`config.mk`:
```
export PLATFORM = sky130hd
export DESIGN_NAME = spc_top
export DESIGN_NICKNAME = d
export VERILOG_FILES = /design/src/logic/spc_pkg.sv /design/src/logic/spc_top.sv /design/src/logic/spc_sync.sv /design/src/logic/spc_irq.sv
export SDC_FILE = /design/constraint.sdc
export NUM_CORES = 1
export LEC_CHECK = 0
export ABC_AREA = 1
export BUFFER_PORTS_ARGS = -buffer_cell sky130_fd_sc_hd__buf_4
export CORE_MARGIN = 3
export CORE_UTILIZATION = 33
export CTS_BUF_LIST = sky130_fd_sc_hd__clkbuf_4 sky130_fd_sc_hd__clkbuf_8
export CTS_CLUSTER_DIAMETER = 50
export DETAILED_ROUTE_END_ITERATION = 8
export GPL_ROUTABILITY_DRIVEN = 0
export PLACE_DENSITY = 0.55
export SLEW_MARGIN = 10
export SYNTH_ARGS = -nofsm -noshare
export SYNTH_HDL_FRONTEND = slang
export SYNTH_HIERARCHICAL = 1
export SYNTH_SLANG_ARGS = --single-unit
export TNS_END_PERCENT = 20
```
`constraint.sdc`:
```
create_clock -name MCLK -period 3.31 [get_ports MCLK]
set_input_delay 0.662 -clock MCLK [delete_from_list [all_inputs] [get_ports MCLK]]
set_output_delay 0.662 -clock MCLK [all_outputs]
set_load 0.05 [all_outputs]
```
`src/logic/spc_pkg.sv`:
```
/*
  Shared constants of the system power, clock and reset controller:
  register indices, field positions, reset values, encodings, timing.
  Assumes an 8-bit register port and MCLK at 100 MHz.
*/
package spc_pkg;
  // Register indices (byte-wide registers)
  localparam logic [4:0] A_PWR = 5'h00;
  localparam logic [4:0] A_CLK = 5'h01;
  localparam logic [4:0] A_CST = 5'h02;
  localparam logic [4:0] A_RET = 5'h03;
  localparam logic [4:0] A_MON = 5'h04;
  localparam logic [4:0] A_FLC = 5'h05;
  localparam logic [4:0] A_FLT = 5'h06;
  localparam logic [4:0] A_TRM = 5'h07;
  localparam logic [4:0] A_IEN = 5'h08;
  localparam logic [4:0] A_IPR = 5'h0b;
  localparam logic [4:0] A_SCR = 5'h10;
  // Field positions in power_control_reg
  localparam int F_SWRST = 2;
  localparam int F_CAUSE = 4;
  // Power mode encodings
  localparam logic [1:0] M_RUN  = 2'h0;
  localparam logic [1:0] M_STBY = 2'h1;
  localparam logic [1:0] M_SLP  = 2'h2;
  localparam logic [1:0] M_DEEP = 2'h3;
  // Clock sources
  localparam logic [1:0] SRC_RFX = 2'h0;
  localparam logic [1:0] SRC_LSX = 2'h1;
  localparam logic [1:0] SRC_HRC = 2'h2;
  localparam logic [1:0] SRC_LPO = 2'h3;
  localparam logic [1:0] CLK_SRC_RST = SRC_HRC;
  localparam logic [2:0] CLK_DIV_RST = 3'h1;
  // Reset causes
  localparam logic [2:0] C_POR  = 3'h0;
  localparam logic [2:0] C_PIN  = 3'h1;
  localparam logic [2:0] C_SLP  = 3'h2;
  localparam logic [2:0] C_DEEP = 3'h3;
  localparam logic [2:0] C_WDOG = 3'h4;
  localparam logic [2:0] C_SW   = 3'h5;
  // Oscillator frequencies and clock rate
  localparam int MCLK_KHZ  = 100000;
  localparam int F_RFX_KHZ = 16000;
  localparam int F_LSX_KHZ = 32;
  localparam int F_HRC_KHZ = 20000;
  localparam int F_LPO_KHZ = 10;
  localparam logic [15:0] RFX_CYC = 16'((MCLK_KHZ + F_RFX_KHZ - 1) / F_RFX_KHZ);
  localparam logic [15:0] HRC_CYC = 16'((MCLK_KHZ + F_HRC_KHZ - 1) / F_HRC_KHZ);
  // Core reset pulse
  localparam int T_CORE_RST_NS = 40;
  localparam logic [3:0] CORE_RST_CYC = 4'((T_CORE_RST_NS * MCLK_KHZ + 999999) / 1000000);
  // Interrupts
  localparam int IRQ_N = 22;
  localparam logic [15:0] VEC_BASE = 16'h0003;
  localparam logic [15:0] VEC_STEP = 16'h0008;
  localparam logic [15:0] PC_RST   = 16'h0000;
  localparam logic [IRQ_N-1:0] SLP_WAKE_MASK = 22'h00000f;
  // Clock monitor and frequency lock
  localparam logic [7:0] MON_RST = 8'hff;
  localparam logic [3:0] MON_UNIT_CYC = 4'hf;
  localparam logic [7:0] FLT_RST = 8'h14;
  localparam logic [7:0] TRM_RST = 8'h80;
endpackage

```
`src/logic/spc_top.sv`:
```
/*
  System power, clock and reset controller: power modes, clock select
  and switch, clock monitor, frequency lock, reset causes, interrupts.
  Assumes pins synchronised here and interrupt lines in the MCLK domain.
*/
`timescale 1ns/1ps
// What this block does
// - Mode field: 00 run, 01 standby, 10 sleep, 11 deep
// - Standby halts core, exits on enabled interrupt
// - Sleep powers down core and most peripherals
// - Sleep keeps each external RAM bank per setting
// - Sleep exits on port or controller interrupt
// - Deepest mode keeps only four scratch bytes
// - Deepest mode exits only on wake pin low
// - System clock picks one of four sources
// - Power-of-two divide, reset to fast RC halved
// - Glitch-free switch takes twice both periods
// - Switch waits for oscillator, status readable
// - Clock monitor reverts select on missing edges
// - Frequency lock trims oscillator, holds without reference
// - Fetch restarts at address zero after reset
// - Core reset on pin, sleep or deep wake, watchdog, software
// - Last reset cause readable in power control
// - Twenty-two sources, each enable and priority
// - Vectors at 0x0003 plus eight per source
// - Writing one to reset bit resets core
module spc_top
  import spc_pkg::*;
#(
  parameter int P_LSX_CYC = (MCLK_KHZ + F_LSX_KHZ - 1) / F_LSX_KHZ,
  parameter int P_LPO_CYC = (MCLK_KHZ + F_LPO_KHZ - 1) / F_LPO_KHZ
)
(
  input  wire logic             MCLK,
  input  wire logic             RESET,
  input  wire logic [4:0]       ADDR,
  input  wire logic [7:0]       WDATA,
  input  wire logic             WR_STB,
  input  wire logic             RD_STB,
  output logic      [7:0]       RDATA,
  input  wire logic             RESET_N_PIN,
  input  wire logic             WAKE_PIN,
  input  wire logic             SYSCLK_MON,
  input  wire logic [1:0]       OSC_OK,
  input  wire logic             HRC_TICK,
  input  wire logic             REF_TICK,
  input  wire logic             WDOG_EXPIRE,
  input  wire logic [IRQ_N-1:0] IRQ_REQ,
  output logic                  CORE_RESET,
  output logic                  CORE_HALT,
  output logic                  PERIPH_PWR_EN,
  output logic                  PERIPH_RESET,
  output logic      [1:0]       XRAM_PWR,
  output logic                  TRX_PWR_EN,
  output logic      [1:0]       CLK_SEL,
  output logic      [2:0]       CLK_DIV,
  output logic                  CLK_BUSY,
  output logic      [7:0]       FLL_TRIM,
  output logic      [15:0]      START_ADDR,
  output logic                  IRQ_VALID,
  output logic                  IRQ_HIGH,
  output logic      [15:0]      IRQ_VECTOR
);
  typedef enum logic [1:0] {PS_RUN, PS_STBY, PS_SLP, PS_DEEP} spc_pwr_t;
  typedef enum logic [1:0] {CS_IDLE, CS_WAIT, CS_SWAP} spc_csw_t;

  spc_pwr_t         pst_q;
  spc_csw_t         cst_q;
  logic [6:0]       pin_s;
  logic             rstn_s;
  logic             wake_s;
  logic             sysclk_s;
  logic [1:0]       osc_s;
  logic             hrc_s;
  logic             ref_s;
  logic             rstn_last_q;
  logic [2:0]       cause_q;
  logic [3:0]       rst_cnt_q;
  logic [1:0]       req_src_q;
  logic [2:0]       req_div_q;
  logic [15:0]      sw_cnt_q;
  logic [1:0]       ret_q;
  logic [7:0]       mon_q;
  logic [3:0]       mon_pre_q;
  logic [7:0]       mon_cnt_q;
  logic             sysclk_last_q;
  logic             mon_trip;
  logic             fll_en_q;
  logic [7:0]       flt_q;
  logic [3:0]       ref_cnt_q;
  logic [8:0]       hrc_cnt_q;
  logic             ref_last_q;
  logic             hrc_last_q;
  logic [23:0]      ien_q;
  logic [23:0]      ipr_q;
  logic [7:0]       scr_q [0:3];
  logic [7:0]       rd_d;
  logic             sw_rst;
  logic             stby_wake;
  logic             slp_wake;
  logic             new_ok;

  // Register write hit
  function automatic logic wr_hit(input logic [4:0] a);
    wr_hit = WR_STB && (ADDR == a);
  endfunction

  // Oscillator period in MCLK cycles, used for the switch time
  function automatic logic [15:0] src_cyc(input logic [1:0] s);
    case (s)
      SRC_RFX: src_cyc = RFX_CYC;
      SRC_LSX: src_cyc = 16'(P_LSX_CYC);
      SRC_HRC: src_cyc = HRC_CYC;
      default: src_cyc = 16'(P_LPO_CYC);
    endcase
  endfunction

  // Pins from outside the clock domain
  spc_sync #(.W(7), .INIT(7'h03)) u_sync (
    .clk (MCLK),
    .rst (RESET),
    .d   ({REF_TICK, HRC_TICK, OSC_OK, SYSCLK_MON, WAKE_PIN, RESET_N_PIN}),
    .q   (pin_s)
  );
  assign rstn_s   = pin_s[0];
  assign wake_s   = pin_s[1];
  assign sysclk_s = pin_s[2];
  assign osc_s    = pin_s[4:3];
  assign hrc_s    = pin_s[5];
  assign ref_s    = pin_s[6];

  // Interrupt selection and vectors
  spc_irq #(.N(IRQ_N)) u_irq (
    .clk     (MCLK),
    .rst     (RESET),
    .req     (IRQ_REQ),
    .en      (ien_q[IRQ_N-1:0]),
    .prio    (ipr_q[IRQ_N-1:0]),
    .valid_q (IRQ_VALID),
    .high_q  (IRQ_HIGH),
    .vec_q   (IRQ_VECTOR)
  );

  // Wake conditions
  assign sw_rst    = wr_hit(A_PWR) && WDATA[F_SWRST] && pst_q == PS_RUN;
  assign stby_wake = |(IRQ_REQ & ien_q[IRQ_N-1:0]);
  assign slp_wake  = |(IRQ_REQ & ien_q[IRQ_N-1:0] & SLP_WAKE_MASK);

  // Power mode sequencer; new modes only while the core runs
  always_ff @(posedge MCLK)
  begin
    if (RESET)
      pst_q <= PS_RUN;
    else
      case (pst_q)
        PS_RUN:
          if (wr_hit(A_PWR) && !WDATA[F_SWRST])
            case (WDATA[1:0])
              M_STBY:  pst_q <= PS_STBY;
              M_SLP:   pst_q <= PS_SLP;
              M_DEEP:  pst_q <= PS_DEEP;
              default: pst_q <= PS_RUN;
            endcase
        PS_STBY: if (stby_wake) pst_q <= PS_RUN;
        PS_SLP:  if (slp_wake) pst_q <= PS_RUN;
        PS_DEEP: if (!wake_s) pst_q <= PS_RUN;
        default: pst_q <= PS_RUN;
      endcase
  end

  // Power outputs follow the mode
  always_ff @(posedge MCLK)
  begin
    if (RESET)
    begin
      CORE_HALT     <= 1'b0;
      PERIPH_PWR_EN <= 1'b1;
      PERIPH_RESET  <= 1'b0;
      XRAM_PWR      <= 2'h3;
      TRX_PWR_EN    <= 1'b1;
    end
    else
    begin
      CORE_HALT     <= pst_q != PS_RUN;
      PERIPH_PWR_EN <= pst_q == PS_RUN || pst_q == PS_STBY;
      PERIPH_RESET  <= pst_q == PS_SLP || pst_q == PS_DEEP;
      case (pst_q)
        PS_SLP:  XRAM_PWR <= ret_q;
        PS_DEEP: XRAM_PWR <= 2'h0;
        default: XRAM_PWR <= 2'h3;
      endcase
      TRX_PWR_EN    <= pst_q != PS_DEEP;
    end
  end

  // Core reset pulse and its cause; pin held low keeps it in reset
  always_ff @(posedge MCLK)
  begin
    if (RESET)
    begin
      rstn_last_q <= 1'b1;
      cause_q     <= C_POR;
      rst_cnt_q   <= CORE_RST_CYC;
      CORE_RESET  <= 1'b1;
      START_ADDR  <= PC_RST;
    end
    else
    begin
      rstn_last_q <= rstn_s;
      if (!rstn_s)
        rst_cnt_q <= CORE_RST_CYC;
      else if (rstn_s && !rstn_last_q)
      begin
        cause_q   <= C_PIN;
        rst_cnt_q <= CORE_RST_CYC;
      end
      else if (pst_q == PS_SLP && slp_wake)
      begin
        cause_q   <= C_SLP;
        rst_cnt_q <= CORE_RST_CYC;
      end
      else if (pst_q == PS_DEEP && !wake_s)
      begin
        cause_q   <= C_DEEP;
        rst_cnt_q <= CORE_RST_CYC;
      end
      else if (WDOG_EXPIRE)
      begin
        cause_q   <= C_WDOG;
        rst_cnt_q <= CORE_RST_CYC;
      end
      else if (sw_rst)
      begin
        cause_q   <= C_SW;
        rst_cnt_q <= CORE_RST_CYC;
      end
      else if (rst_cnt_q != 4'h0)
        rst_cnt_q <= rst_cnt_q - 4'h1;
      CORE_RESET <= !rstn_s || rst_cnt_q != 4'h0;
      START_ADDR <= PC_RST;
    end
  end

  // Clock monitor: count idle units since the last sysclk edge
  assign mon_trip = mon_q != 8'h00 && mon_cnt_q == mon_q;
  always_ff @(posedge MCLK)
  begin
    if (RESET)
    begin
      sysclk_last_q <= 1'b0;
      mon_pre_q     <= 4'h0;
      mon_cnt_q     <= 8'h00;
    end
    else
    begin
      sysclk_last_q <= sysclk_s;
      mon_pre_q     <= mon_pre_q + 4'h1;
      if (sysclk_s != sysclk_last_q || mon_q == 8'h00 || mon_trip)
      begin
        mon_pre_q <= 4'h0;
        mon_cnt_q <= 8'h00;
      end
      else if (mon_pre_q == MON_UNIT_CYC)
        mon_cnt_q <= mon_cnt_q + 8'h01;
    end
  end

  // Requested source ready: crystals report, internal ones at once
  assign new_ok = req_src_q == SRC_RFX ? osc_s[0] :
                  req_src_q == SRC_LSX ? osc_s[1] : 1'b1;

  // Clock switch sequencer; a new request restarts it in any state; a monitor trip wins
  always_ff @(posedge MCLK)
  begin
    if (RESET || mon_trip)
    begin
      req_src_q <= CLK_SRC_RST;
      req_div_q <= CLK_DIV_RST;
      CLK_SEL   <= CLK_SRC_RST;
      CLK_DIV   <= CLK_DIV_RST;
      CLK_BUSY  <= 1'b0;
      sw_cnt_q  <= 16'h0000;
      cst_q     <= CS_IDLE;
    end
    else if (wr_hit(A_CLK))
    begin
      req_src_q <= WDATA[1:0];
      req_div_q <= WDATA[4:2];
      CLK_BUSY  <= 1'b1;
      cst_q     <= CS_WAIT;
    end
    else
      case (cst_q)
        CS_WAIT:
          if (new_ok)
          begin
            sw_cnt_q <= 16'((src_cyc(CLK_SEL) + src_cyc(req_src_q)) << 1);
            cst_q    <= CS_SWAP;
          end
        CS_SWAP:
          if (sw_cnt_q <= 16'h0001)
          begin
            CLK_SEL  <= req_src_q;
            CLK_DIV  <= req_div_q;
            CLK_BUSY <= 1'b0;
            cst_q    <= CS_IDLE;
          end
          else
            sw_cnt_q <= sw_cnt_q - 16'h0001;
        default: cst_q <= CS_IDLE;
      endcase
  end

  // Frequency lock: count RC ticks over sixteen reference ticks
  always_ff @(posedge MCLK)
  begin
    if (RESET)
    begin
      ref_last_q <= 1'b0;
      hrc_last_q <= 1'b0;
      ref_cnt_q  <= 4'h0;
      hrc_cnt_q  <= 9'h000;
      FLL_TRIM   <= TRM_RST;
    end
    else
    begin
      ref_last_q <= ref_s;
      hrc_last_q <= hrc_s;
      if (!fll_en_q || !osc_s[0])
      begin
        ref_cnt_q <= 4'h0;
        hrc_cnt_q <= 9'h000;
      end
      else if (ref_s && !ref_last_q)
      begin
        ref_cnt_q <= ref_cnt_q + 4'h1;
        if (ref_cnt_q == 4'hf)
        begin
          hrc_cnt_q <= 9'h000;
          if (hrc_cnt_q > {1'b0, flt_q} && FLL_TRIM != 8'h00)
            FLL_TRIM <= FLL_TRIM - 8'h01;
          else if (hrc_cnt_q < {1'b0, flt_q} && FLL_TRIM != 8'hff)
            FLL_TRIM <= FLL_TRIM + 8'h01;
        end
      end
      else if (hrc_s && !hrc_last_q && hrc_cnt_q != 9'h1ff)
        hrc_cnt_q <= hrc_cnt_q + 9'h001;
    end
  end

  // Software registers; scratch bytes never lose power
  always_ff @(posedge MCLK)
  begin
    if (RESET)
    begin
      ret_q    <= 2'h3;
      mon_q    <= MON_RST;
      fll_en_q <= 1'b0;
      flt_q    <= FLT_RST;
      ien_q    <= 24'h000000;
      ipr_q    <= 24'h000000;
      for (int i = 0; i < 4; i++)
        scr_q[i] <= 8'h00;
    end
    else
    begin
      if (wr_hit(A_RET))
        ret_q <= WDATA[1:0];
      if (wr_hit(A_MON))
        mon_q <= WDATA;
      if (wr_hit(A_FLC))
        fll_en_q <= WDATA[0];
      if (wr_hit(A_FLT))
        flt_q <= WDATA;
      for (int i = 0; i < 3; i++)
      begin
        if (wr_hit(A_IEN + 5'(i)))
          ien_q[8*i +: 8] <= WDATA;
        if (wr_hit(A_IPR + 5'(i)))
          ipr_q[8*i +: 8] <= WDATA;
      end
      for (int i = 0; i < 4; i++)
        if (wr_hit(A_SCR + 5'(i)))
          scr_q[i] <= WDATA;
    end
  end

  // Read mux
  always_comb
  begin
    case (ADDR)
      A_PWR:        rd_d = {1'b0, cause_q, 2'b00, pst_q};
      A_CLK:        rd_d = {3'b000, req_div_q, req_src_q};
      A_CST:        rd_d = {3'b000, cst_q == CS_WAIT, CLK_BUSY, CLK_DIV[0], CLK_SEL};
      A_RET:        rd_d = {6'h00, ret_q};
      A_MON:        rd_d = mon_q;
      A_FLC:        rd_d = {7'h00, fll_en_q};
      A_FLT:        rd_d = flt_q;
      A_TRM:        rd_d = FLL_TRIM;
      A_IEN:        rd_d = ien_q[7:0];
      A_IEN + 5'h1: rd_d = ien_q[15:8];
      A_IEN + 5'h2: rd_d = ien_q[23:16];
      A_IPR:        rd_d = ipr_q[7:0];
      A_IPR + 5'h1: rd_d = ipr_q[15:8];
      A_IPR + 5'h2: rd_d = ipr_q[23:16];
      A_SCR:        rd_d = scr_q[0];
      A_SCR + 5'h1: rd_d = scr_q[1];
      A_SCR + 5'h2: rd_d = scr_q[2];
      A_SCR + 5'h3: rd_d = scr_q[3];
      default:      rd_d = 8'h00;
    endcase
  end

  // Read data stand only in the cycle after the strobe
  always_ff @(posedge MCLK)
  begin
    if (RESET)
      RDATA <= 8'h00;
    else
      RDATA <= RD_STB ? rd_d : 8'h00;
  end
endmodule

```
`src/logic/spc_sync.sv`:
```
/*
  Three-stage synchroniser for a group of asynchronous levels.
  Assumes inputs that change slowly against MCLK.
*/
`timescale 1ns/1ps
module spc_sync #(
  parameter int           W    = 1,
  parameter logic [W-1:0] INIT = '0
)
(
  input  wire logic         clk,
  input  wire logic         rst,
  input  wire logic [W-1:0] d,
  output logic      [W-1:0] q
);
  logic [W-1:0] s1_q;
  logic [W-1:0] s2_q;
  logic [W-1:0] s3_q;

  // Shift chain; first stage feeds only the second
  always_ff @(posedge clk)
  begin
    if (rst)
    begin
      s1_q <= INIT;
      s2_q <= INIT;
      s3_q <= INIT;
    end
    else
    begin
      s1_q <= d;
      s2_q <= s1_q;
      s3_q <= s2_q;
    end
  end

  // A change counts once stages two and three agree
  always_ff @(posedge clk)
  begin
    if (rst)
      q <= INIT;
    else
      q <= (~(s2_q ^ s3_q) & s2_q) | ((s2_q ^ s3_q) & q);
  end
endmodule

```
`src/logic/spc_irq.sv`:
```
/*
  Interrupt selector: picks the pending enabled source, high priority
  first and lowest number next, and gives its vector address.
  Assumes request lines already in the MCLK domain.
*/
`timescale 1ns/1ps
module spc_irq
  import spc_pkg::*;
#(
  parameter int N = IRQ_N
)
(
  input  wire logic         clk,
  input  wire logic         rst,
  input  wire logic [N-1:0] req,
  input  wire logic [N-1:0] en,
  input  wire logic [N-1:0] prio,
  output logic              valid_q,
  output logic              high_q,
  output logic [15:0]       vec_q
);
  logic [15:0] vec_d;
  logic        valid_d;
  logic        high_d;

  // Vector spacing of eight bytes from the base
  function automatic logic [15:0] vec_of(input int idx);
    vec_of = VEC_BASE + 16'(idx) * VEC_STEP;
  endfunction

  // Scan downward so that the lowest number wins inside a level
  always_comb
  begin
    vec_d   = 16'h0000;
    valid_d = 1'b0;
    high_d  = 1'b0;
    for (int i = N - 1; i >= 0; i--)
      if (req[i] && en[i] && !prio[i])
      begin
        vec_d   = vec_of(i);
        valid_d = 1'b1;
      end
    for (int i = N - 1; i >= 0; i--)
      if (req[i] && en[i] && prio[i])
      begin
        vec_d   = vec_of(i);
        valid_d = 1'b1;
        high_d  = 1'b1;
      end
  end

  // Registered result
  always_ff @(posedge clk)
  begin
    if (rst)
    begin
      valid_q <= 1'b0;
      high_q  <= 1'b0;
      vec_q   <= 16'h0000;
    end
    else
    begin
      valid_q <= valid_d;
      high_q  <= high_d;
      vec_q   <= vec_d;
    end
  end
endmodule

```
==> run metrics <==
IO Pins 110; post-CTS sizing 0; worst hold slack 0.266 ns; grt ovf 0; Post-synth EDFFs 32; Max Fclk 0.347 GHz; Via Count roughly 11,000; antenna-violating nets left 0; leakage power 6.17 nW; Root Driver clkbuf_8; crit path time final 2.88 ns; synthesized area 11,700 µm²; setup TNS 0 ns; vias in the first global route approximately 10,000; NumNets Final 1,814; clock skew 0.0323 ns; PD cells 479 nW/µm²; fraction of registers with async set or reset after synthesis 0; die area between 30,000 and 40,000 µm²; Core Region 34,700 µm²; Switching Share 0.248; largest cells by area after synthesis dfxtp_1 33%, nand2_1 12%, edfxtp_1 8.2%; H-tree levels 2; register bit total from synthesis 224; layout cells sized above 1 0.119; vias per inst 4.88; Post-CTS Setup Inserts 0; startpoint types flop; die width 194 µm; Core Util, Final 0.394; DP Area 12,600 µm²; commonest non-fill, non-tap cells in the layout 371 x nand2_1, 243 x nor2_1, 199 x inv_1; fillers 3,686; Post-Route WL 35.6 mm; total power 6.54 mW; initial antenna violation count 1; status complete, no violations; placed cell count 2,144; Slew Limit Fails 0; worst vdd ir 0.381 mV; Seq pwr share 0.436; PortBufs 84; met3 global-route usage 0.0454; Starting Density 0.336; GRT Total Usage 0.184; Layout area overhead 17.3%; CP Capture Type flop; setup slack after layout 0.430 ns; RSZ-0062 raised after global routing false; Worst-Margin Slew 0.830 ns; Avg Inst Size Synth 7.12 µm²; row count 68; largest net degree at the start of global routing between 50 and 60; Finished Layout Cells roughly 2,200; fin crit share 0.870; clock-pin slew on the worst setup and hold paths 0.06 ns; post-synthesis cell type count 55; Comb pwr share 0.071; CTS tree done; Design Area, Final 13,700 µm²; Ys Warns 6; area share of the largest cell type after synthesis 0.330; Clk network pwr share 0.494; grt met1 use 0.255; hold buffer count at cts 0; Worst Hold Class primary input to flop; Main synth FF type dfxtp_1; WP data arrival 3.34 ns; clock latency on the worst-skew pair 0.60 ns; Die Height 194 µm; busiest layer in global routing met2; Synth area leader dfxtp_1; Int Power 4.92 mW; drt first pass iters 5; DRC viols 0; CTS Buffer Depth 3; register area share after synthesis 0.412; final setup fails 0; final hold vios 0; Num Clock Sinks 224; critical path data required time 3.77 ns; Psw 1.63 mW; maximum fanout along the worst path 6; Max-slew headroom 0.445; first-pass GRT wire length ~55 mm; Worst Path Class, Setup flop to flop; CTS Buf Count 43; Detailed Route Iter0 Violations 931; DP HPWL 26.7 mm; Mapped Cells 1,636; max cap viols 0; DR WL/cell 16.0 µm; commonest non-fill, non-tap cell in the layout nand2_1; met2 Resource Use GR 0.279; dpl ws 0.339 ns
## critical path, cell delays in order (launching register included)
cell and delay (ns):
dfxtp_1 0.34, inv_1 0.08, ha_1 0.28, inv_1 0.03
nor2_1 0.11, nand2_1 0.10, nor2_1 0.09, nand2_1 0.08
nand2_1 0.10, nand2_1 0.13, inv_1 0.21, ha_1 0.34
nand2_1 0.09, inv_1 0.06, o21ai_0 0.14, nand3_1 0.13
a21oi_1 0.20, inv_1 0.06, nand2_1 0.06, nand2_1 0.04
nand2_1 0.05, nand3_1 0.05
## power by group through the flow
stage / Combinational, mW / Sequential [mW] / Clock [mW]
5_1_grt: 0.501 / 2.86 / 3.43
3_3_place_gp: 0.454 / 2.91 / 0
4_1_cts: 0.458 / 2.85 / 3.31
2_1_floorplan: 0.295 / 2.92 / 0
6_report: 0.462 / 2.85 / 3.23
3_5_place_dp: 0.457 / 2.91 / 0
## registers in the layout, indices dropped and copies added (netlist names), 3 cells and up, named ones only
| signal | count |
|---|---|
| hrc_cnt_q | 9 |
| mon_cnt_q | 8 |
| CLK_DIV | 3 |
| flt_q | 8 |
| ien_q | 24 |
| cause_q | 3 |
| req_div_q | 3 |
| ipr_q | 24 |
| sw_cnt_q | 16 |
| mon_q | 8 |
| mon_pre_q | 4 |
| u_irq/vec_q | 6 |
| ref_cnt_q | 4 |
| rst_cnt_q | 4 |
| u_sync/s1_q | 7 |
| u_sync/s2_q | 7 |
| scr_q | 32 |
| FLL_TRIM | 8 |
| u_sync/s3_q | 7 |
| RDATA | 8 |
## synthesized netlist by cell type (15+ instances only)
library cell  count
nand2_1         371
nand4_1          15
clkbuf_1         20
nand3_1          87
inv_1           200
o21ai_0         112
a21oi_1         116
nor3_1           26
xor2_1           19
dfxtp_1         192
edfxtp_1         32
ha_1             30
buf_4            33
nor2_1          243
## layer usage
metal	vias to the layer above	share of wire	routed length (µm)
met5	-	0	0
met3	63	0.078	2790
met1	4994	0.46	16400
li1	5438	-	-
met2	357	0.43	15500
met4	0	0.028	1000
## cell type report
cell class	instances	area, µm²	share of cell area
Tap cell	455	569	0.0416
Inverter	214	886	0.0648
Clock inverter	18	260	0.0190
Multi-Input combinational cell	1156	5660	0.414
Timing Repair Buffer	95	726	0.0531
Sequential cell	224	4800	0.351
Antenna cell	1	2.50	0.000183
Clock buffer	59	762	0.0557
## final timing paths
check	to	start	cells after the start	slack [ns]
setup reg to reg	FLL_TRIM[7]	flt_q[7]	21	0.43
hold reg to reg	u_sync/s2_q[5]	u_sync/s1_q[5]	2	0.38
setup / recovery	FLL_TRIM[7]	flt_q[7]	21	0.43
hold / removal	u_sync/s1_q[0]	RESET_N_PIN	2	0.27
## kinds of logic (layout without fill, tap and decap cells)
kind of cell	Yosys count	after routing	share of synthesized area
other	2	26	0.000645
flip-flops	224	224	0.412
AND/OR/NAND/NOR	784	784	0.285
AO/OA/AOI/OAI	287	287	0.135
XOR/XNOR	27	27	0.0203
adder cells (fa/ha/maj)	33	33	0.0374
buffers and inverters	279	386	0.109
Power figures use the tool's default switching activity.
